`config.mk`:
```
export PLATFORM = sky130hd
export DESIGN_NAME = sar_ctl
export DESIGN_NICKNAME = d
export VERILOG_FILES = /design/src/verilog/sar_ctl_pkg.sv /design/src/verilog/sar_ctl_sync.sv /design/src/verilog/sar_ctl.sv
export SDC_FILE = /design/constraint.sdc
export NUM_CORES = 1
export LEC_CHECK = 0
export ABC_AREA = 1
export BUFFER_PORTS_ARGS = -buffer_cell sky130_fd_sc_hd__buf_4
export CORE_MARGIN = 2
export CORE_UTILIZATION = 50
export DETAILED_ROUTE_END_ITERATION = 10
export HOLD_SLACK_MARGIN = 0.15
export PLACE_DENSITY = 0.71
export SYNTH_ARGS = -nofsm -noshare
export SYNTH_HDL_FRONTEND = slang
export SYNTH_SLANG_ARGS = --single-unit
```
`constraint.sdc`:
```
create_clock -name clk_i -period 1.7 [get_ports clk_i]
set_input_delay 0.34 -clock clk_i [delete_from_list [all_inputs] [get_ports clk_i]]
set_output_delay 0.34 -clock clk_i [all_outputs]
set_load 0.005 [all_outputs]
```
`src/verilog/sar_ctl_pkg.sv`:
```
// Constants and carrier types of the converter control block.
// Assumes a 200 MHz clk_i; every nanosecond figure below is turned into a count of its cycles.
// Notes on behaviour
// convert-start rise with select low samples
// select fall with convert-start high samples
// back-to-back: sample at internal conversion end
// falling edge ends sampling, starts conversion
// busy high through conversion, low after
// select fall during busy aborts, code FE0
// data driven only when select, read low
// narrow read puts D3..D0 then zeros up
// host uses back-to-back above 3.5 MSPS
// new sampling allowed before busy falls
// host avoids accidental abort edges
// nap after busy falls while nap low
// host lengthens acquisition after nap
// nap only while low, idle, not sampling
// nap pin may change at any time
// reset phase shows code FE0
// long reset low enters powerdown
// first four results after reset invalid
// internal clock, conversion within 200 ns
// reset aborts conversion, release resumes
// straight binary result coding
// result held until next conversion ends
package sar_ctl_pkg;
   localparam int          CLK_MHZ        = 200;
   localparam int          CONV_TIME_NS   = 200;
   localparam int          CONV_CYC       = (CONV_TIME_NS * CLK_MHZ) / 1000;
   localparam int          ABORT_NS       = 45;
   localparam int          ABORT_CYC      = (ABORT_NS * CLK_MHZ) / 1000;
   localparam int          RST_PHASE_NS   = 100;
   localparam int          RST_PHASE_CYC  = (RST_PHASE_NS * CLK_MHZ) / 1000;
   localparam int          PWD_THRESH_NS  = 1000;
   localparam int          PWD_THRESH_CYC = (PWD_THRESH_NS * CLK_MHZ) / 1000;
   localparam int          WARMUP_CONVS   = 4;
   localparam logic [11:0] CODE_ABORT     = 12'hFE0;
   localparam logic [11:0] CODE_RESET     = 12'h000;

   typedef enum logic [4:0] {
      ST_IDLE   = 5'h01,
      ST_SAMPLE = 5'h02,
      ST_CONV   = 5'h04,
      ST_NAP    = 5'h08,
      ST_RESET  = 5'h10
   } phase_t;

   // Pins of the host-side control group, after synchronising
   typedef struct packed {
      logic cs_n;
      logic convert_start_n;
      logic rd_n;
      logic byte_sel;
      logic nap_enable_n;
      logic powerdown_reset_n;
   } ctl_pins_t;
endpackage

```
`src/verilog/sar_ctl_sync.sv`:
```
// Two-flop synchroniser for a group of asynchronous pins.
// Assumes the pins are unrelated to clk_i; output is 2 cycles late.
module sar_ctl_sync #(
   parameter int W = 6
) (
   // Clock and reset
   input  wire logic         clk_i,
   input  wire logic         rst_i,
   // Pins
   input  wire logic [W-1:0] pins_i,
   output logic      [W-1:0] pins_o
);
   typedef struct packed {
      logic [W-1:0] meta;
      logic [W-1:0] sync;
   } sync_state_t;

   sync_state_t s_q;
   sync_state_t s_d;

   always_comb begin
      s_d      = s_q;
      s_d.meta = pins_i;
      s_d.sync = s_q.meta;
   end

   // Idle-high pins reset to inactive
   always_ff @(posedge clk_i) begin
      if (rst_i) begin
         s_q <= '{meta: '1, sync: '1};
      end else begin
         s_q <= s_d;
      end
   end

   assign pins_o = s_q.sync;
endmodule

```
`src/verilog/sar_ctl.sv`:
```
// Control and readout of a 12-bit successive-approximation converter.
// Assumes the analog core hands a finished code on sar_code_i; all host
// pins are asynchronous and pass the two-flop synchroniser first.
// Every pin event therefore lands three clk_i edges after the pin moves:
// two for the synchroniser and one for the phase register.
// Limitation: pin edges closer than one cycle apart may merge, so a
// host must space its edges by at least that much.
module sar_ctl #(
   parameter int RST_PHASE_CYC  = sar_ctl_pkg::RST_PHASE_CYC,
   parameter int PWD_THRESH_CYC = sar_ctl_pkg::PWD_THRESH_CYC,
   parameter int CONV_CYC       = sar_ctl_pkg::CONV_CYC
) (
   // Clock and reset
   input  wire logic        clk_i,
   input  wire logic        rst_i,
   // Host control pins
   input  wire logic        cs_n_i,
   input  wire logic        convert_start_n_i,
   input  wire logic        rd_n_i,
   input  wire logic        byte_sel_i,
   input  wire logic        nap_enable_n_i,
   input  wire logic        powerdown_reset_n_i,
   // Analog core
   input  wire logic [11:0] sar_code_i,
   output logic             sample_o,
   output logic             nap_o,
   output logic             powerdown_o,
   output logic             warmup_o,
   // Status and data pins
   output logic             busy_o,
   output logic [11:0]      data_o,
   output logic [11:0]      data_oe_o
);
   // Raw pins gathered into one word so the synchroniser sees a group
   sar_ctl_pkg::ctl_pins_t pin_raw;
   // Same group, two edges later and safe to decode
   sar_ctl_pkg::ctl_pins_t pin;

   assign pin_raw = '{cs_n:              cs_n_i,
                      convert_start_n:   convert_start_n_i,
                      rd_n:              rd_n_i,
                      byte_sel:          byte_sel_i,
                      nap_enable_n:      nap_enable_n_i,
                      powerdown_reset_n: powerdown_reset_n_i};

   // All six pins share one synchroniser instance
   sar_ctl_sync #(
      .W($bits(sar_ctl_pkg::ctl_pins_t))
   ) u_sync (
      .clk_i (clk_i),
      .rst_i (rst_i),
      .pins_i(pin_raw),
      .pins_o(pin)
   );

   // Whole state of the block in one word. The previous pin levels are
   // kept so that edges are found against the synchronised copies only.
   typedef struct packed {
      // Operating phase
      sar_ctl_pkg::phase_t phase;
      // Pin levels of the previous edge, for edge detection
      logic                cs_n;
      logic                cvs_n;
      // Conversion cycle counter
      logic [15:0]         cnt;
      // Cycles that the powerdown/reset pin has been held low
      logic [15:0]         rst_cnt;
      // Conversions still to run before results are trusted
      logic [2:0]          warm;
      logic                pwd;
      // Last completed, aborted or reset code
      logic [11:0]         result;
      // Registered output side
      logic                byte_sel;
      logic [11:0]         dout;
      logic                oe;
   } ctl_state_t;

   ctl_state_t s_q;
   ctl_state_t s_d;

   // Previous levels reset to the idle high level of both pins, so the
   // release of rst_i looks like a falling edge only on a pin held low
   logic cs_fall;
   logic cvs_rise;
   logic cvs_fall;

   assign cs_fall  = s_q.cs_n & ~pin.cs_n;
   assign cvs_rise = ~s_q.cvs_n & pin.convert_start_n;
   assign cvs_fall = s_q.cvs_n & ~pin.convert_start_n;

   // Sampling opens on a convert-start rise with select low, or on a
   // select fall with convert-start high
   function automatic logic opens_sample(input logic cs_fall_e,
                                         input logic cvs_rise_e,
                                         input logic cs_n,
                                         input logic cvs_n);
      opens_sample = (cvs_rise_e & ~cs_n) | (cs_fall_e & cvs_n);
   endfunction

   // Sampling closes, and a conversion starts, on a falling edge of
   // either pin while the other one is already low
   function automatic logic closes_sample(input logic cs_fall_e,
                                          input logic cvs_fall_e,
                                          input logic cs_n,
                                          input logic cvs_n);
      closes_sample = (cvs_fall_e & ~cs_n) | (cs_fall_e & ~cvs_n);
   endfunction

   // Narrow reads put the low nibble on the top pins, zeros beneath
   function automatic logic [11:0] fold(input logic [11:0] w,
                                        input logic        narrow);
      fold = narrow ? {w[3:0], 8'h00} : w;
   endfunction

   // Next-state logic: every field starts from its current value
   always_comb begin
      s_d       = s_q;
      s_d.cs_n  = pin.cs_n;
      s_d.cvs_n = pin.convert_start_n;
      // The powerdown/reset pin outranks every other pin: while it is low
      // no edge of select or convert-start is acted on.
      if (!pin.powerdown_reset_n) begin
         // Reset aborts at once, well inside the abort bound
         s_d.phase  = sar_ctl_pkg::ST_RESET;
         s_d.result = sar_ctl_pkg::CODE_ABORT;
         s_d.warm   = 3'(sar_ctl_pkg::WARMUP_CONVS);
         // Powerdown is never declared inside the reset phase, even if the
         // threshold is set shorter than the phase
         if (s_q.rst_cnt < 16'(PWD_THRESH_CYC) ||
             s_q.rst_cnt < 16'(RST_PHASE_CYC)) begin
            s_d.rst_cnt = s_q.rst_cnt + 16'h0001;
         end else begin
            s_d.pwd = 1'b1;
         end
      end else begin
         s_d.rst_cnt = 16'h0000;
         s_d.pwd     = 1'b0;
         case (s_q.phase)
            sar_ctl_pkg::ST_RESET: begin
               s_d.phase = sar_ctl_pkg::ST_IDLE;
            end
            sar_ctl_pkg::ST_IDLE, sar_ctl_pkg::ST_NAP: begin
               if (opens_sample(cs_fall, cvs_rise, pin.cs_n,
                                pin.convert_start_n)) begin
                  s_d.phase = sar_ctl_pkg::ST_SAMPLE;
               end else if (closes_sample(cs_fall, cvs_fall, pin.cs_n,
                                          pin.convert_start_n)) begin
                  s_d.phase = sar_ctl_pkg::ST_CONV;
                  s_d.cnt   = 16'h0000;
               end else if (!pin.nap_enable_n) begin
                  s_d.phase = sar_ctl_pkg::ST_NAP;
               end else begin
                  s_d.phase = sar_ctl_pkg::ST_IDLE;
               end
            end
            sar_ctl_pkg::ST_SAMPLE: begin
               if (closes_sample(cs_fall, cvs_fall, pin.cs_n,
                                 pin.convert_start_n)) begin
                  s_d.phase = sar_ctl_pkg::ST_CONV;
                  s_d.cnt   = 16'h0000;
               end
            end
            sar_ctl_pkg::ST_CONV: begin
               // Convert-start is high here, so the abort leaves the block
               // sampling again
               if (cs_fall && pin.convert_start_n) begin
                  s_d.result = sar_ctl_pkg::CODE_ABORT;
                  s_d.phase  = sar_ctl_pkg::ST_SAMPLE;
               end else if (s_q.cnt >= 16'(CONV_CYC - 1)) begin
                  s_d.result = sar_code_i;
                  // Count down the conversions whose results are not valid
                  if (s_q.warm != 3'h0) begin
                     s_d.warm = s_q.warm - 3'h1;
                  end
                  // Back-to-back: sampling opens at the internal end
                  if (!pin.cs_n && pin.convert_start_n) begin
                     s_d.phase = sar_ctl_pkg::ST_SAMPLE;
                  end else if (!pin.nap_enable_n) begin
                     s_d.phase = sar_ctl_pkg::ST_NAP;
                  end else begin
                     s_d.phase = sar_ctl_pkg::ST_IDLE;
                  end
               end else begin
                  s_d.cnt = s_q.cnt + 16'h0001;
               end
            end
            default: s_d.phase = sar_ctl_pkg::ST_IDLE;
         endcase
      end
      // Output side follows the pins every cycle; the word is taken from
      // the next result so a finished code is readable one edge sooner.
      // Trade-off: data and enable lag the pins by three edges.
      s_d.byte_sel = pin.byte_sel;
      s_d.dout     = fold(s_d.result, pin.byte_sel);
      s_d.oe       = ~pin.cs_n & ~pin.rd_n;
   end

   // One register holds the whole state; rst_i is synchronous
   always_ff @(posedge clk_i) begin
      if (rst_i) begin
         // Pins read as idle high after rst_i, matching their idle level
         s_q <= '{phase:    sar_ctl_pkg::ST_RESET,
                  cs_n:     1'b1,
                  cvs_n:    1'b1,
                  cnt:      16'h0000,
                  rst_cnt:  16'h0000,
                  warm:     3'(sar_ctl_pkg::WARMUP_CONVS),
                  pwd:      1'b0,
                  result:   sar_ctl_pkg::CODE_RESET,
                  byte_sel: 1'b0,
                  dout:     12'h000,
                  oe:       1'b0};
      end else begin
         s_q <= s_d;
      end
   end

   // Busy, sample and nap pins compare the whole one-hot phase word with one state;
   // each is a five-bit compare after the phase register, not a single bit.
   assign busy_o      = (s_q.phase == sar_ctl_pkg::ST_CONV);
   assign sample_o    = (s_q.phase == sar_ctl_pkg::ST_SAMPLE);
   assign nap_o       = (s_q.phase == sar_ctl_pkg::ST_NAP);
   assign powerdown_o = s_q.pwd;
   assign warmup_o    = (s_q.warm != 3'h0);
   assign data_o      = s_q.dout;
   assign data_oe_o   = {12{s_q.oe}};
endmodule

```
==> load_flow_metrics.sql <==
INSERT INTO impl_metrics (metric_group, metric, value, unit) VALUES
('clock_network', 'clk_root_buffer_cell', 'sky130_fd_sc_hd__clkbuf_8', ''),
('global_route', 'grt_most_used_layer', 'met2', ''),
('worst_setup_path', 'cp_data_arrival_time', '1300', 'ps'),
('global_route', 'globalRouteTotalUtil', '0.182', ''),
('floorplan', 'site_rows', '30', ''),
('timing', 'fmax', '611', 'MHz'),
('worst_setup_path', 'critPathCaptureType', 'output pin', ''),
('logic_synthesis', 'ys.flop_type', 'sky130_fd_sc_hd__dfxtp_1', ''),
('global_route', 'grt_use_met1', '0.227', ''),
('floorplan', 'die-area', '7560', 'um2'),
('timing', 'fin_crit_sh', '0.963', ''),
('finish', 'layout.cells.most_common_list', '78 x sky130_fd_sc_hd__dfxtp_1, 68 x sky130_fd_sc_hd__nor2_1, 63 x sky130_fd_sc_hd__nand2_1, 60 x sky130_fd_sc_hd__buf_4, 51 x sky130_fd_sc_hd__inv_1', ''),
('route', 'wire_per_inst', '11.6', 'um'),
('timing', 'timing.max_slew.rel_slack', '0.768', ''),
('clock_network', 'insertion_delay', '350', 'ps'),
('logic_synthesis', 'post_synth_xor_xnor_area', '0.00764', ''),
('global_route', 'met2_usage_grt', '0.298', ''),
('worst_setup_path', 'required', '1360', 'ps'),
('clock_network', 'max-clock-path-buffers', '2', ''),
('global_route', 'grt_start_max_net_pins', '22', ''),
('finish', 'flow.area_growth_from_synthesis', '18.1', '%'),
('clock_network', 'postCtsHoldBufs', '0', ''),
('timing', 'fin_setup_tns', '0', 'ps'),
('place', 'total_of_buffers_placed_on_input_and_output_ports', '48', ''),
('logic_synthesis', 'post_synthesis_register_bit_count', '80', ''),
('worst_setup_path', 'crit_path_max_delay_family', 'flip-flops', ''),
('route', 'first_iter_violations', '133', ''),
('outcome', 'outcome', 'completed', ''),
('logic_synthesis', 'synthSimpleGateAreaFrac', '0.310', ''),
('worst_setup_path', 'worstReg2RegEnd', 'data_o[9]', ''),
('pwr', 'max-vdd-ir-drop', '0.000673', 'V'),
('worst_setup_path', 'setup.worst_path.start_class', 'register', ''),
('worst_setup_path', 'critical_path.n_buffers_inverters', '3', ''),
('logic_synthesis', 'synth_edf_count', '0', ''),
('clock_network', 'cts.sink_count', '80', ''),
('timing', 'drv_slew', '0', ''),
('logic_synthesis', 'yosysSeqAreaShare', '0.466', ''),
('pwr', 'cellLeakagePower', '1.84', 'nW'),
('timing', 'worst_pin_slew', '347', 'ps'),
('worst_setup_path', 'worstReg2RegStart', 's_q[46]', ''),
('logic_synthesis', 'post_synth_inst_count', '441', ''),
('floorplan', 'core_area', '6720', 'um2'),
('floorplan', 'pin_count', '49', ''),
('finish', 'layout.nets', '504', ''),
('floorplan', 'floorplan.initialDensity', '0.512', ''),
('floorplan', 'chipHeight', '86.9', 'um'),
('logic_synthesis', 'synth.yosys.warnings', '0', ''),
('place', 'hpwlAfterDp', '4.75', 'mm'),
('route', 'dr.pass1.iters', '5', ''),
('pwr', 'power_density', '951', 'nW/um2'),
('timing', 'holdWs', '175', 'ps'),
('finish', 'final.fill_count', '617', ''),
('finish', 'insertedDiodeCount', '0', ''),
('finish', 'final_common_cell', 'sky130_fd_sc_hd__dfxtp_1', ''),
('worst_setup_path', 'timing.reg2reg.worst_path_depth', '12', ''),
('logic_synthesis', 'syn-num-nets', '465', ''),
('route', 'routed_wl', '6.54', 'mm'),
('global_route', 'grt-ovfl-total', '0', ''),
('global_route', 'first_pass_grt_wire_length', '10.9', 'mm'),
('hold_path', 'min_path_type', 'in -> reg', ''),
('route', 'route.antenna.remaining_nets', '0', ''),
('worst_setup_path', 'reg2reg_setup_slack', '100', 'ps'),
('timing', 'grt_setup_unrepaired', 'yes', ''),
('logic_synthesis', 'combinational_family_with_the_most_area_after_synthesis', 'simple AND/OR/NAND/NOR gates', ''),
('worst_setup_path', 'critical-path-slowest-cell', 'sky130_fd_sc_hd__dfxtp_2', ''),
('clock_network', 'cts_tree', 'built', ''),
('worst_setup_path', 'crit_cells', '5', ''),
('route', 'num_vias', '2746', ''),
('timing', 'timing.final.hold_violations', '0', ''),
('timing', 'timing.final.crit_period', '1640', 'ps'),
('flow_run', 'maxCapViolCount', '0', '');
[layer usage]
metal	up-vias	routed length (um)
met1	1234	3060
met3	10	250
met5	-	0
met2	51	3110
li1	1451	-
met4	0	125
[worst reg2reg max path, stage by stage, from the launching register on]
cell and delay (ps):
sky130_fd_sc_hd__dfxtp_1 380, sky130_fd_sc_hd__ha_2 200, sky130_fd_sc_hd__nand2_1 70, sky130_fd_sc_hd__nand2_1 90, sky130_fd_sc_hd__nand2_2 70, sky130_fd_sc_hd__nand3_4 120, sky130_fd_sc_hd__nand2_4 140, sky130_fd_sc_hd__nand3_1 100
sky130_fd_sc_hd__nand2_1 70, sky130_fd_sc_hd__nand2_2 90, sky130_fd_sc_hd__nand2_1 70, sky130_fd_sc_hd__nand2_1 60, sky130_fd_sc_hd__inv_1 30
[synth_stat cells (2+ instances only)]
| library cell | number | share of area |
|---|---|---|
| sky130_fd_sc_hd__or2_2 | 13 | 0.024 |
| sky130_fd_sc_hd__xor2_1 | 3 | 0.0076 |
| sky130_fd_sc_hd__nand2_2 | 4 | 0.0073 |
| sky130_fd_sc_hd__nand3_1 | 32 | 0.047 |
| sky130_fd_sc_hd__nor3_1 | 7 | 0.010 |
| sky130_fd_sc_hd__a21oi_1 | 22 | 0.032 |
| sky130_fd_sc_hd__nand3_4 | 2 | 0.010 |
| sky130_fd_sc_hd__nand3b_1 | 3 | 0.0065 |
| sky130_fd_sc_hd__buf_2 | 2 | 0.0029 |
| sky130_fd_sc_hd__buf_4 | 25 | 0.055 |
| sky130_fd_sc_hd__nand2_1 | 65 | 0.071 |
| sky130_fd_sc_hd__inv_1 | 53 | 0.058 |
| sky130_fd_sc_hd__clkbuf_1 | 5 | 0.0055 |
| sky130_fd_sc_hd__ha_1 | 4 | 0.015 |
| sky130_fd_sc_hd__nor2_8 | 2 | 0.012 |
| sky130_fd_sc_hd__o21ai_0 | 15 | 0.022 |
| sky130_fd_sc_hd__nand4_1 | 13 | 0.024 |
| sky130_fd_sc_hd__nor2_1 | 69 | 0.075 |
| sky130_fd_sc_hd__nand3_2 | 3 | 0.0087 |
| sky130_fd_sc_hd__a21oi_2 | 2 | 0.0051 |
| sky130_fd_sc_hd__dfxtp_1 | 80 | 0.47 |
| sky130_fd_sc_hd__inv_2 | 3 | 0.0033 |
[cell type report]
cell class | instances | area, um2 | area share
sequential | 80 | 1600 | 0.395
multi-input combinational | 270 | 1400 | 0.346
timing repair buffer | 61 | 470 | 0.116
inverter | 58 | 223 | 0.0548
clock buffer | 11 | 131 | 0.0323
clock inverter | 5 | 129 | 0.0317
tap | 80 | 100 | 0.0246
[flip-flops by register name, indices dropped and copies added, names as in the netlist]
name	cells
data_o	12
data_oe_o	1
powerdown_o	1
s_q	54
u_sync.pins_o	6
u_sync.s_d	6
[repair_timing]
item	in CTS	in global routing
resized for setup	0	12
setup buffers	0	2
endpoints found under the setup margin	0	33
[stage by stage]
stage | power, mW | instance area [um2] | worst slack, ps | util | std cells
5_1_grt | 4.02 | 4060 | -32.3 | 0.604 | 565
2_1_floorplan | 2.07 | 3440 | 210 | - | 441
6_report | 3.86 | 4060 | 63.5 | 0.604 | 565
3_3_place_gp | 2.13 | 3750 | 113 | 0.558 | 546
3_5_place_dp | 2.13 | 3750 | 72.8 | 0.558 | 546
4_1_cts | 3.91 | 4010 | 0.0578 | 0.597 | 562
[how the worst min path moves through the flow]
stage / cells past startpoint / from / slack [ps] / end
after CTS: 2 / nap_enable_n_i / 160 / u_sync.s_d[1]
final: 2 / nap_enable_n_i / 170 / u_sync.s_d[1]
after detailed placement: 1 / u_sync.pins_o[3] / 380 / data_oe_o[0]
after global placement: 1 / u_sync.pins_o[3] / 370 / data_oe_o[0]
after global routing: 2 / cs_n_i / 160 / u_sync.s_d[5]
after floorplan: 1 / u_sync.pins_o[3] / 370 / data_oe_o[0]
[cell families (layout without fill, tap and decap cells)]
| logic type | count (synthesis) | in the layout |
|---|---|---|
| buffers and inverters | 92 | 135 |
| AND/OR/NAND/NOR | 219 | 220 |
| flip-flops | 80 | 80 |
| XOR/XNOR | 3 | 3 |
| AO/OA/AOI/OAI | 43 | 43 |
| adder cells (fa/ha/maj) | 4 | 4 |
[power breakdown]
group          switching [mW]  internal, mW
clock network           0.648          1.13
logic                  0.0905        0.0791
registers              0.0152          1.90
Power figures use the tool's default switching activity.
